===== src/hdl/tws_pkg.sv =====
// Package of constants and types for the two-wire register access slave
package tws_pkg;

   // ==========================================================
   // Slave addresses (7-bit form of the 8-bit address bytes)
   localparam logic [6:0] TWS_ADDR_DEFAULT = 7'h10;
   localparam logic [6:0] TWS_ADDR_ALT     = 7'h18;

   // ==========================================================
   // Reset values
   localparam logic [15:0] TWS_PTR_RESET   = 16'h0000;

   // ==========================================================
   // Framing and counts
   localparam logic [3:0]  TWS_BITS_PER_BYTE = 4'h8;
   localparam int          TWS_SYNC_STAGES   = 2;

   // ==========================================================
   // Timing
   localparam int TWS_CLK_PERIOD_PS = 8000;
   localparam int TWS_HOLD_NS       = 300;
   localparam int TWS_HOLD_CYC      =
      (TWS_HOLD_NS * 1000 + TWS_CLK_PERIOD_PS - 1) / TWS_CLK_PERIOD_PS;

   // ==========================================================
   // Types
   typedef enum logic [2:0] {
      TWS_ST_IDLE,
      TWS_ST_RECV,
      TWS_ST_ACK,
      TWS_ST_SEND,
      TWS_ST_MACK,
      TWS_ST_SKIP
   } tws_state_t;

   typedef enum logic [1:0] {
      TWS_K_SLAVE,
      TWS_K_HIGH,
      TWS_K_LOW,
      TWS_K_DATA
   } tws_kind_t;

endpackage


===== src/hdl/tws_pins_if.sv =====
// Interface between the pin front end and the protocol core
`timescale 1ns/1ps
interface tws_pins_if;
   logic scl_rise;
   logic scl_fall;
   logic sda_s;
   logic start_ev;
   logic stop_ev;
   logic alt_sel;
   logic drive_low;

   modport fe (
      output scl_rise,
      output scl_fall,
      output sda_s,
      output start_ev,
      output stop_ev,
      output alt_sel,
      input  drive_low
   );

   modport core (
      input  scl_rise,
      input  scl_fall,
      input  sda_s,
      input  start_ev,
      input  stop_ev,
      input  alt_sel,
      output drive_low
   );
endinterface


===== src/hdl/tws_pin_fe.sv =====
// Pin front end: synchronisers, edge and start/stop detection, held data drive
`timescale 1ns/1ps
module tws_pin_fe (
   input  wire logic clk_sys,
   input  wire logic rst,
   input  wire logic scl_in,
   input  wire logic sda_in,
   input  wire logic alt_address_enable,
   input  wire logic alt_address_select,
   output logic      sda_oe,
   tws_pins_if.fe    p
);

   // ==========================================================
   // Synchronisers
   logic [3:0] raw;
   logic [3:0] sync1_q;
   logic [3:0] sync2_q;
   logic [1:0] prev_q;
   logic [5:0] hold_cnt_q;

   assign raw = {alt_address_select, alt_address_enable, sda_in, scl_in};

   genvar gi;
   generate
      for (gi = 0; gi < 4; gi++) begin : g_sync
         always_ff @(posedge clk_sys or posedge rst) begin
            if (rst) begin
               sync1_q[gi] <= 1'b1;
               sync2_q[gi] <= 1'b1;
            end else begin
               sync1_q[gi] <= raw[gi];
               sync2_q[gi] <= sync1_q[gi];
            end
         end
      end
   endgenerate

   always_ff @(posedge clk_sys or posedge rst) begin
      if (rst) begin
         prev_q <= 2'h3;
      end else begin
         prev_q <= sync2_q[1:0];
      end
   end

   // ==========================================================
   // Events
   assign p.scl_rise = sync2_q[0] & ~prev_q[0];
   assign p.scl_fall = ~sync2_q[0] & prev_q[0];
   assign p.sda_s    = sync2_q[1];
   assign p.start_ev = sync2_q[0] & prev_q[0] & prev_q[1] & ~sync2_q[1];
   assign p.stop_ev  = sync2_q[0] & prev_q[0] & ~prev_q[1] & sync2_q[1];
   // Alternate address only when enabled
   assign p.alt_sel  = sync2_q[2] & sync2_q[3];

   // ==========================================================
   // Data drive, delayed past the clock fall for hold time
   always_ff @(posedge clk_sys or posedge rst) begin
      if (rst) begin
         sda_oe     <= 1'b0;
         hold_cnt_q <= 6'h00;
      end else if (p.drive_low == sda_oe) begin
         hold_cnt_q <= 6'h00;
      end else if (hold_cnt_q >= 6'(tws_pkg::TWS_HOLD_CYC - 1)) begin
         sda_oe     <= p.drive_low;
         hold_cnt_q <= 6'h00;
      end else begin
         hold_cnt_q <= hold_cnt_q + 6'h01;
      end
   end

endmodule


===== src/hdl/tws_slave.sv =====
// Two-wire register access slave: protocol core and register port
//
// Notes on behaviour
// Dummy write of 16-bit address loads pointer
// Master repeats start, then reads one byte
// Master ends reads with no-ack, stop
// Internal pointer loaded and advanced per byte
// Read without address write uses pointer
// Acked read bytes continue from next address
// Write sends high then low address byte
// Single write: one data byte, then stop
// Sequential write stores at successive addresses
// Pointer advances after every eight data bits
// Ack address, both pointer bytes, write data
// Bits 7:1 address, bit 0 direction
// Unmatched address: no ack, ignore transfer
// Stop or restart ends write, pointer kept
`timescale 1ns/1ps
module tws_slave (
   input  wire logic        clk_sys,
   input  wire logic        rst,
   input  wire logic        scl_in,
   input  wire logic        sda_in,
   output logic             sda_out,
   output logic             sda_oe,
   input  wire logic        alt_address_enable,
   input  wire logic        alt_address_select,
   output logic [15:0]      reg_addr,
   output logic [7:0]       reg_wdata,
   output logic             reg_wr,
   output logic             reg_rd,
   input  wire logic [7:0]  reg_rdata,
   output logic             busy
);

   // ==========================================================
   // Front end
   tws_pins_if p ();

   tws_pin_fe u_fe (
      .clk_sys            (clk_sys),
      .rst                (rst),
      .scl_in             (scl_in),
      .sda_in             (sda_in),
      .alt_address_enable (alt_address_enable),
      .alt_address_select (alt_address_select),
      .sda_oe             (sda_oe),
      .p                  (p.fe)
   );

   // Open drain: only ever pulls low
   assign sda_out = 1'b0;

   // ==========================================================
   // Declarations
   tws_pkg::tws_state_t state_q;
   tws_pkg::tws_kind_t  kind_q;
   logic [3:0]          cnt_q;
   logic [7:0]          rx_q;
   logic [7:0]          tx_q;
   logic                read_q;
   logic                mack_q;
   logic                drive_q;
   logic [15:0]         ptr_q;
   logic                rx_done;
   logic                matched;
   logic                acc_byte;
   logic                tx_done;
   logic                load_tx;

   function automatic logic addr_match(input logic [7:0] b, input logic alt);
      logic [6:0] want;
      want = alt ? tws_pkg::TWS_ADDR_ALT : tws_pkg::TWS_ADDR_DEFAULT;
      return b[7:1] == want;
   endfunction

   assign p.drive_low = drive_q;

   // ==========================================================
   // Decode
   always_comb begin
      rx_done  = (state_q == tws_pkg::TWS_ST_RECV) && p.scl_fall
                 && (cnt_q == tws_pkg::TWS_BITS_PER_BYTE);
      // Compare address bits only
      matched  = addr_match(rx_q, p.alt_sel);
      // Unmatched slave byte not accepted
      acc_byte = rx_done && ((kind_q != tws_pkg::TWS_K_SLAVE) || matched);
      tx_done  = (state_q == tws_pkg::TWS_ST_SEND) && p.scl_fall
                 && (cnt_q == tws_pkg::TWS_BITS_PER_BYTE);
      // Master ack fetches next byte
      load_tx  = p.scl_fall
                 && (((state_q == tws_pkg::TWS_ST_ACK) && read_q)
                     || ((state_q == tws_pkg::TWS_ST_MACK) && mack_q));
   end

   // ==========================================================
   // Protocol state machine
   always_ff @(posedge clk_sys or posedge rst) begin
      if (rst) begin
         state_q <= tws_pkg::TWS_ST_IDLE;
         kind_q  <= tws_pkg::TWS_K_SLAVE;
         cnt_q   <= 4'h0;
         rx_q    <= 8'h00;
         tx_q    <= 8'h00;
         read_q  <= 1'b0;
         mack_q  <= 1'b0;
         drive_q <= 1'b0;
      end else if (p.start_ev) begin
         // Restart ends current transfer
         state_q <= tws_pkg::TWS_ST_RECV;
         kind_q  <= tws_pkg::TWS_K_SLAVE;
         cnt_q   <= 4'h0;
         read_q  <= 1'b0;
         drive_q <= 1'b0;
      end else if (p.stop_ev) begin
         // Stop ends transfer
         state_q <= tws_pkg::TWS_ST_IDLE;
         drive_q <= 1'b0;
      end else begin
         case (state_q)
            tws_pkg::TWS_ST_RECV: begin
               if (p.scl_rise && (cnt_q < tws_pkg::TWS_BITS_PER_BYTE)) begin
                  rx_q  <= {rx_q[6:0], p.sda_s};
                  cnt_q <= cnt_q + 4'h1;
               end
               if (acc_byte) begin
                  // Acknowledge accepted byte
                  drive_q <= 1'b1;
                  state_q <= tws_pkg::TWS_ST_ACK;
                  case (kind_q)
                     tws_pkg::TWS_K_SLAVE: begin
                        // Bit 0 selects direction
                        read_q <= rx_q[0];
                        kind_q <= tws_pkg::TWS_K_HIGH;
                     end
                     tws_pkg::TWS_K_HIGH: begin
                        kind_q <= tws_pkg::TWS_K_LOW;
                     end
                     default: begin
                        kind_q <= tws_pkg::TWS_K_DATA;
                     end
                  endcase
               end else if (rx_done) begin
                  // Stay off bus until next start
                  state_q <= tws_pkg::TWS_ST_SKIP;
               end
            end
            tws_pkg::TWS_ST_ACK: begin
               if (p.scl_fall) begin
                  cnt_q <= 4'h0;
                  if (read_q) begin
                     // Send byte at current pointer
                     drive_q <= ~reg_rdata[7];
                     tx_q    <= {reg_rdata[6:0], 1'b0};
                     state_q <= tws_pkg::TWS_ST_SEND;
                  end else begin
                     drive_q <= 1'b0;
                     state_q <= tws_pkg::TWS_ST_RECV;
                  end
               end
            end
            tws_pkg::TWS_ST_SEND: begin
               if (p.scl_rise) begin
                  cnt_q <= cnt_q + 4'h1;
               end
               if (tx_done) begin
                  drive_q <= 1'b0;
                  state_q <= tws_pkg::TWS_ST_MACK;
               end else if (p.scl_fall) begin
                  drive_q <= ~tx_q[7];
                  tx_q    <= {tx_q[6:0], 1'b0};
               end
            end
            tws_pkg::TWS_ST_MACK: begin
               if (p.scl_rise) begin
                  mack_q <= ~p.sda_s;
               end
               if (load_tx) begin
                  cnt_q   <= 4'h0;
                  drive_q <= ~reg_rdata[7];
                  tx_q    <= {reg_rdata[6:0], 1'b0};
                  state_q <= tws_pkg::TWS_ST_SEND;
               end else if (p.scl_fall) begin
                  // No-ack ends the read
                  state_q <= tws_pkg::TWS_ST_SKIP;
               end
            end
            tws_pkg::TWS_ST_IDLE: begin
               drive_q <= 1'b0;
            end
            tws_pkg::TWS_ST_SKIP: begin
               drive_q <= 1'b0;
            end
            default: begin
               state_q <= tws_pkg::TWS_ST_IDLE;
               drive_q <= 1'b0;
            end
         endcase
      end
   end

   // ==========================================================
   // Internal register pointer
   always_ff @(posedge clk_sys or posedge rst) begin
      if (rst) begin
         ptr_q <= tws_pkg::TWS_PTR_RESET;
      end else if (acc_byte && (kind_q == tws_pkg::TWS_K_HIGH)) begin
         // High pointer byte loaded first
         ptr_q[15:8] <= rx_q;
      end else if (acc_byte && (kind_q == tws_pkg::TWS_K_LOW)) begin
         // Low pointer byte completes address
         ptr_q[7:0] <= rx_q;
      end else if ((acc_byte && (kind_q == tws_pkg::TWS_K_DATA)) || tx_done) begin
         // Advance after each data byte
         ptr_q <= ptr_q + 16'h0001;
      end
   end

   // ==========================================================
   // Register port
   always_ff @(posedge clk_sys or posedge rst) begin
      if (rst) begin
         reg_addr  <= tws_pkg::TWS_PTR_RESET;
         reg_wdata <= 8'h00;
         reg_wr    <= 1'b0;
         reg_rd    <= 1'b0;
         busy      <= 1'b0;
      end else begin
         // Each write byte stored at pointer
         reg_wr <= acc_byte && (kind_q == tws_pkg::TWS_K_DATA);
         reg_rd <= load_tx && !p.start_ev && !p.stop_ev;
         if (acc_byte && (kind_q == tws_pkg::TWS_K_DATA)) begin
            reg_wdata <= rx_q;
            reg_addr  <= ptr_q;
         end else if (!reg_wr) begin
            // Pointer presented to register core
            reg_addr <= ptr_q;
         end
         busy <= (state_q != tws_pkg::TWS_ST_IDLE);
      end
   end

endmodule


===== config.mk =====
export PLATFORM = sky130hd
export DESIGN_NAME = tws_slave
export DESIGN_NICKNAME = d
export VERILOG_FILES = /design/src/hdl/tws_pkg.sv /design/src/hdl/tws_pins_if.sv /design/src/hdl/tws_pin_fe.sv /design/src/hdl/tws_slave.sv
export SDC_FILE = /design/constraint.sdc
export NUM_CORES = 1
export LEC_CHECK = 0
export CORE_MARGIN = 2
export CORE_UTILIZATION = 55
export CTS_BUF_LIST = sky130_fd_sc_hd__clkbuf_2
export DETAILED_ROUTE_END_ITERATION = 10
export DONT_BUFFER_PORTS = 1
export GPL_TIMING_DRIVEN = 0
export PLACE_DENSITY = 0.73
export SLEW_MARGIN = 10
export SYNTH_ARGS = -nofsm -noshare
export SYNTH_HDL_FRONTEND = slang
export SYNTH_HIERARCHICAL = 1
export SYNTH_SLANG_ARGS = --single-unit

===== constraint.sdc =====
create_clock -name clk_sys -period 2.4 [get_ports clk_sys]
set_input_delay 0.48 -clock clk_sys [delete_from_list [all_inputs] [get_ports clk_sys]]
set_output_delay 0.48 -clock clk_sys [all_outputs]
set_load 0.02 [all_outputs]

# Word level (Yosys, flattened, before mapping)
# Index checks and enable logic that the tools add are counted.
# totals
inputBits	14
elab_cells	173
ff_bits	88
out_inout_bits	29
# op_classes
add_sub_neg	3
n_reduce_logical	42
bitwise_logic	18
n_eq_ne	31
n_lt_le_gt_ge	2
muxes	51
# op_table
cell	count
$mux W8	8
$mux W16	3
$mux W4	7
$mux W3	8
$pmux W8 S3	1
$add A16 B1 Y16 const B	1
$ne A4 B4 Y1 const B	4
$pmux W4 S4	1
$reduce_and A4 Y1	4
$ne A5 B5 Y1 const B	3
$pmux W3 S5	1
$logic_and A1 B1 Y1	14
$ne A2 B2 Y1 const B	7
$mux W1	13
$mux W6	2
$reduce_bool A2 Y1	6
$mux W2	5
$not A1 Y1	10
$ne A3 B3 Y1 const B	3
$and A1 B1 Y1	8
$reduce_and A8 Y1	1
$eq A7 B5 Y1	1
$add A6 B1 Y6 const B	1
$eq A3 B2 Y1 const B	2
25 further kinds	33

# Longest topological paths before layout
# logic_depth
depth_word	10
mapped_depth	9

# By module
# Netlist, hierarchy kept.
# modules_own_cells
module	area_per_inst_um2	cells_per_inst	seq_area_each_um2	n_inst
tws_slave	3495.9	337	1751.7	1
tws_pin_fe	659.4	49	437.9	1

# Least setup slack after synthesis
# Ideal clock, no wire load.
# synth_timing
kind	flip-flop to flip-flop
startpoint	reg u_fe.prev_q[0]
endpoint	reg reg_addr[0]
arrival_ns	2.159
stages_incl_launch_ff	8
slack_ns	0.116
path_cell_list	dfstp_2 -> nor2b_1 -> and4b_1 -> buf_2 -> nand2_1 -> o21ai_2 -> buf_4 -> mux2_2
# synth_via
elab_chain_cells	6
elab_cells_between_ends	7
cone_classes	eq/ne: 1; mux: 1; bitwise: 1; reduce/logical: 4
# synth_rtl
item	line_no	source
from (decl)	tws_pin_fe.sv:19	logic [1:0] prev_q;
from (signal assigned)	tws_pin_fe.sv:43	prev_q <= sync2_q[1:0];
$and A1 B1 Y1 *	tws_pin_fe.sv:50	assign p.scl_fall = ~sync2_q[0] & prev_q[0];
named net p.scl_fall	tws_pins_if.sv:5	logic scl_fall;
$logic_and A1 B1 Y1 *	tws_slave.sv:82	rx_done = (state_q == tws_pkg::TWS_ST_RECV) && p.scl_fall
$logic_and A1 B1 Y1 *	tws_slave.sv:83	&& (cnt_q == tws_pkg::TWS_BITS_PER_BYTE);
$logic_and A1 B1 Y1 *	tws_slave.sv:87	acc_byte = rx_done && ((kind_q != tws_pkg::TWS_K_SLAVE) || matched);
$logic_and A1 B1 Y1 *	tws_slave.sv:232	if (acc_byte && (kind_q == tws_pkg::TWS_K_DATA)) begin
$ne A2 B1 Y1 (no source line) / $mux W16 (equally long branches)	-	
to (signal assigned)	tws_slave.sv:223	reg_addr <= tws_pkg::TWS_PTR_RESET;
to (signal assigned)	tws_slave.sv:234	reg_addr <= ptr_q;
to (signal assigned)	tws_slave.sv:237	reg_addr <= ptr_q;
to (decl)	tws_slave.sv:28	output logic [15:0] reg_addr,
# Mark *: on every way through the listed nets, which the timed path passes. The rest lies on a longest branch.
# A chain may end at the register's enable or synchronous reset.

# Final worst setup path
# layout_timing
startpoint	reg u_fe.sync2_q[0]
endpoint	reg cnt_q[1]
# layout_via
elab_cells_between_ends	18
cone_classes	eq/ne: 5; mux: 1; bitwise: 8; reduce/logical: 4
# layout_rtl
item	line_no	source
from (decl)	tws_pin_fe.sv:18	logic [3:0] sync2_q;
from (signal, indexed assignment)	tws_pin_fe.sv:33	sync2_q[gi] <= sync1_q[gi];
$and A1 B1 Y1 *	tws_pin_fe.sv:49	assign p.scl_rise = sync2_q[0] & ~prev_q[0];
named net p.scl_rise	tws_pins_if.sv:4	logic scl_rise;
$logic_and A1 B1 Y1	tws_slave.sv:122	if (p.scl_rise && (cnt_q < tws_pkg::TWS_BITS_PER_BYTE)) begin
$ne A3 B2 Y1 (no source line)	-	
$reduce_and A6 Y1 (no source line) *	-	
to (signal assigned)	tws_slave.sv:124	cnt_q <= cnt_q + 4'h1;
to (signal assigned)	tws_slave.sv:164	cnt_q <= cnt_q + 4'h1;
to (decl)	tws_slave.sv:58	logic [3:0] cnt_q;
# Marked as above.

==> run metrics <==
post-synthesis compound-gate area fraction=12.9%; post-synthesis xor/xnor area fraction=1.48%; Ports=43; area share of the leading cell type in the synthesized netlist=46.4%; Post-synth top cells=77 x dfrtp_1, 35 x nand2_1, 32 x mux2_2, 28 x nor2_1, 26 x o21ai_0; Routed WL per cell=16.4 µm; initial antenna violation count=0; unrepaired setup endpoints after global routing=no; Async SR Flop Fraction=100%; Hold WC Path Type=in -> reg; Max Freq=444 MHz; final hold slack=0.0713 ns; Peak VDD IR=0.000549 V; share of cells above drive strength 1=20.0%; Yosys reg bits=87; area grow syn2layout=8.58%; DRT iter0 DRCs=218; relative slew slack=54.9%; Critical Path RT=2.86 ns; syn nets=406; reg2reg setup slack=0.15 ns; nets=424; worst reg2reg path startpoint=u_fe/sync2_q[0]; Clock transition at path regs=0.23 ns; Slew @ Worst Pin=0.672 ns; R2R depth=6; post-synthesis mux area share=11.0%; CP Max Fanout=8; Overall Power=3.63 mW; CTS Sinks=87; min Tclk post-route=2.25 ns; YS warnings=6; wirelength, routed=8320 µm; DP HPWL=5920 µm; Die Footprint=0.00827 mm²; simple-gate share of the synthesized area=16.9%; Synth Flop Type=dfrtp_1; R2R Path End=cnt_q[1]; vias per std cell=5.93; number of synthesized flops with an enable pin=0; CTS root buf=clkbuf_2; core area=0.00729 mm²; detailed-router iteration count before antenna repair=4; Yosys top cell by area=dfrtp_1; via count=3012; vias in the first global route=2997; Tot GR Track Use=21.6%; most common cell in the netlist=dfrtp_1; leakage power total=2.02 nW; initial core utilization=57.0%; global-route wire length before repair=14300 µm; CTS tree=built; Worst Skew=0.0363 ns; H-tree depth=3; Syn Area/Cell=10.8 µm²; Die Ht=90.9 µm; Arr. time, crit path=2.72 ns; Num CTS Buffers=9; Max Cap Violations=0; GPL Wtd Cong=0.897; fraction of the mapped netlist area in adder cells=2.29%; die width=90.9 µm; diode count=0; largest net degree at the start of global routing=43; synth unique cells=63; Seq/Total Area, Yosys=52.7%; status=finished clean; top cells by area, synth=dfrtp_1 46%, mux2_2 8.7%, dfstp_2 6.3%; WS Path Type=reg -> reg; Mapped Area=0.00416 mm²; row count=31; largest family of logic cells by synthesized area=simple AND/OR/NAND/NOR gates; Critical Path Source Type=register; Clock Latency Late Sink=0.54 ns; drt drc=0; grt ovf=0; clock buffer depth=2; Synth Instances=386; Slew Viols, Final=0; number of fill cells=631; worst min-delay path startpoint=reg_rdata[0]; # port buffers=0; WHS Path Cells=2; Worst Hold Path EP=tx_q[1]; Power Density=804 mW/mm²; endpoint type of the worst setup path=register; final worst-path cycle share=93.9%; final count of hold timing violations=0; Final Setup Violations=0; post-route ant nets=0
area by class of cell:
class                           count  area [µm²]  share of cell area [%]
Buffer                             14        65.1                    1.44
Clock buffer                        9        45.0                   0.998
Clock inverter                      7        78.8                    1.75
Inverter                           12        47.5                    1.05
Multi-Input combinational cell    273        1880                    41.8
Sequential cell                    87        2190                    48.5
Tap cell                           99         124                    2.75
Timing Repair Buffer                7        77.6                    1.72
critical path, stage by stage (launching register included):
cell and delay [ns]:
dfstp_2 0.62, nor2b_1 0.25, nor2b_1 0.09, a2111oi_2 0.29, o21bai_1 0.22, or4b_1 0.57, a21oi_1 0.16
cells in the final DEF (no fill, tap or decap), drive strengths merged, types with 6 or more instances in the layout:
cell type  count
o21ai         30
dfrtp         77
mux2i          8
buf            8
inv           15
nand2         35
clkbuf        17
ha             6
nand3         13
nor3           6
mux2          33
dfstp         10
nor2b          8
a21oi         19
nor2          29
power by group:
part / total (mW) / switching (mW) / internal [mW] / leakage, nW
logic: 0.902 / 0.501 / 0.402 / 0.818
clock network: 0.780 / 0.525 / 0.255 / 0.0773
registers: 1.94 / 0.270 / 1.67 / 1.13
flip-flops by register name (all words and copies together), names as in the netlist, 2 cells and up:
signal           flops
ptr_q               16
reg_addr            16
reg_wdata            8
rx_q                 8
tx_q                 7
u_fe/hold_cnt_q      6
cnt_q                4
u_fe/sync1_q         4
state_q              3
u_fe/sync2_q         3
kind_q               2
u_fe/prev_q          2
repair_timing:
item	in CTS	in global routing
gates cloned	0	0
pin swaps	1	0
gates resized for setup	3	4
buffers inserted	1	0
hold buffers	5	0
setup endpoints to repair	33	29
hold endpoints to repair	39	0
routing by layer:
| metal | global-route usage [%] | up-vias | part of all wire (%) |
|---|---|---|---|
| met2 | 33.6 | 82 | 49 |
| met3 | 5.26 | 6 | 6.4 |
| met4 | 7.95 | 0 | 0.76 |
| met5 | 0 | - | 0 |
| met1 | 29.7 | 1498 | 44 |
| li1 | - | 1426 | - |
kinds of logic (layout without fill, tap and decap cells):
logic type | after synthesis | count (layout)
flip-flops | 87 | 87
AND/OR/NAND/NOR | 132 | 132
adder cells (fa/ha/maj) | 8 | 8
buffers and inverters | 26 | 49
other | 1 | 1
multiplexers | 41 | 41
AO/OA/AOI/OAI | 84 | 84
XOR/XNOR | 7 | 7
metrics by stage:
stage / worst slack [ns] / util [%] / std cells / TNS (ns) / area [µm²]
3_5_place_dp: -0.329 / 59.0 / 486 / -4.40 / 4300
5_1_grt: 0.0115 / 61.9 / 508 / 0 / 4510
6_report: 0.146 / 61.9 / 508 / 0 / 4510
3_3_place_gp: -0.621 / 58.7 / 485 / -47.54 / 4280
2_1_floorplan: 0.116 / - / 386 / 0 / 4160
4_1_cts: 0.0279 / 61.7 / 508 / 0 / 4500
worst max path at each step:
stage	from	to	slack [ns]
finish	u_fe/sync2_q[0]	cnt_q[1]	0.15
global route	u_fe/prev_q[0]	ptr_q[10]	0.01
CTS	u_fe/prev_q[0]	reg_wdata[0]	0.03
detailed placement	u_fe/prev_q[0]	reg_addr[3]	-0.33
global placement	rst	tx_q[4]	-0.62
floorplan	u_fe/prev_q[0]	reg_addr[0]	0.12
(Power assumes the default switching activity.)
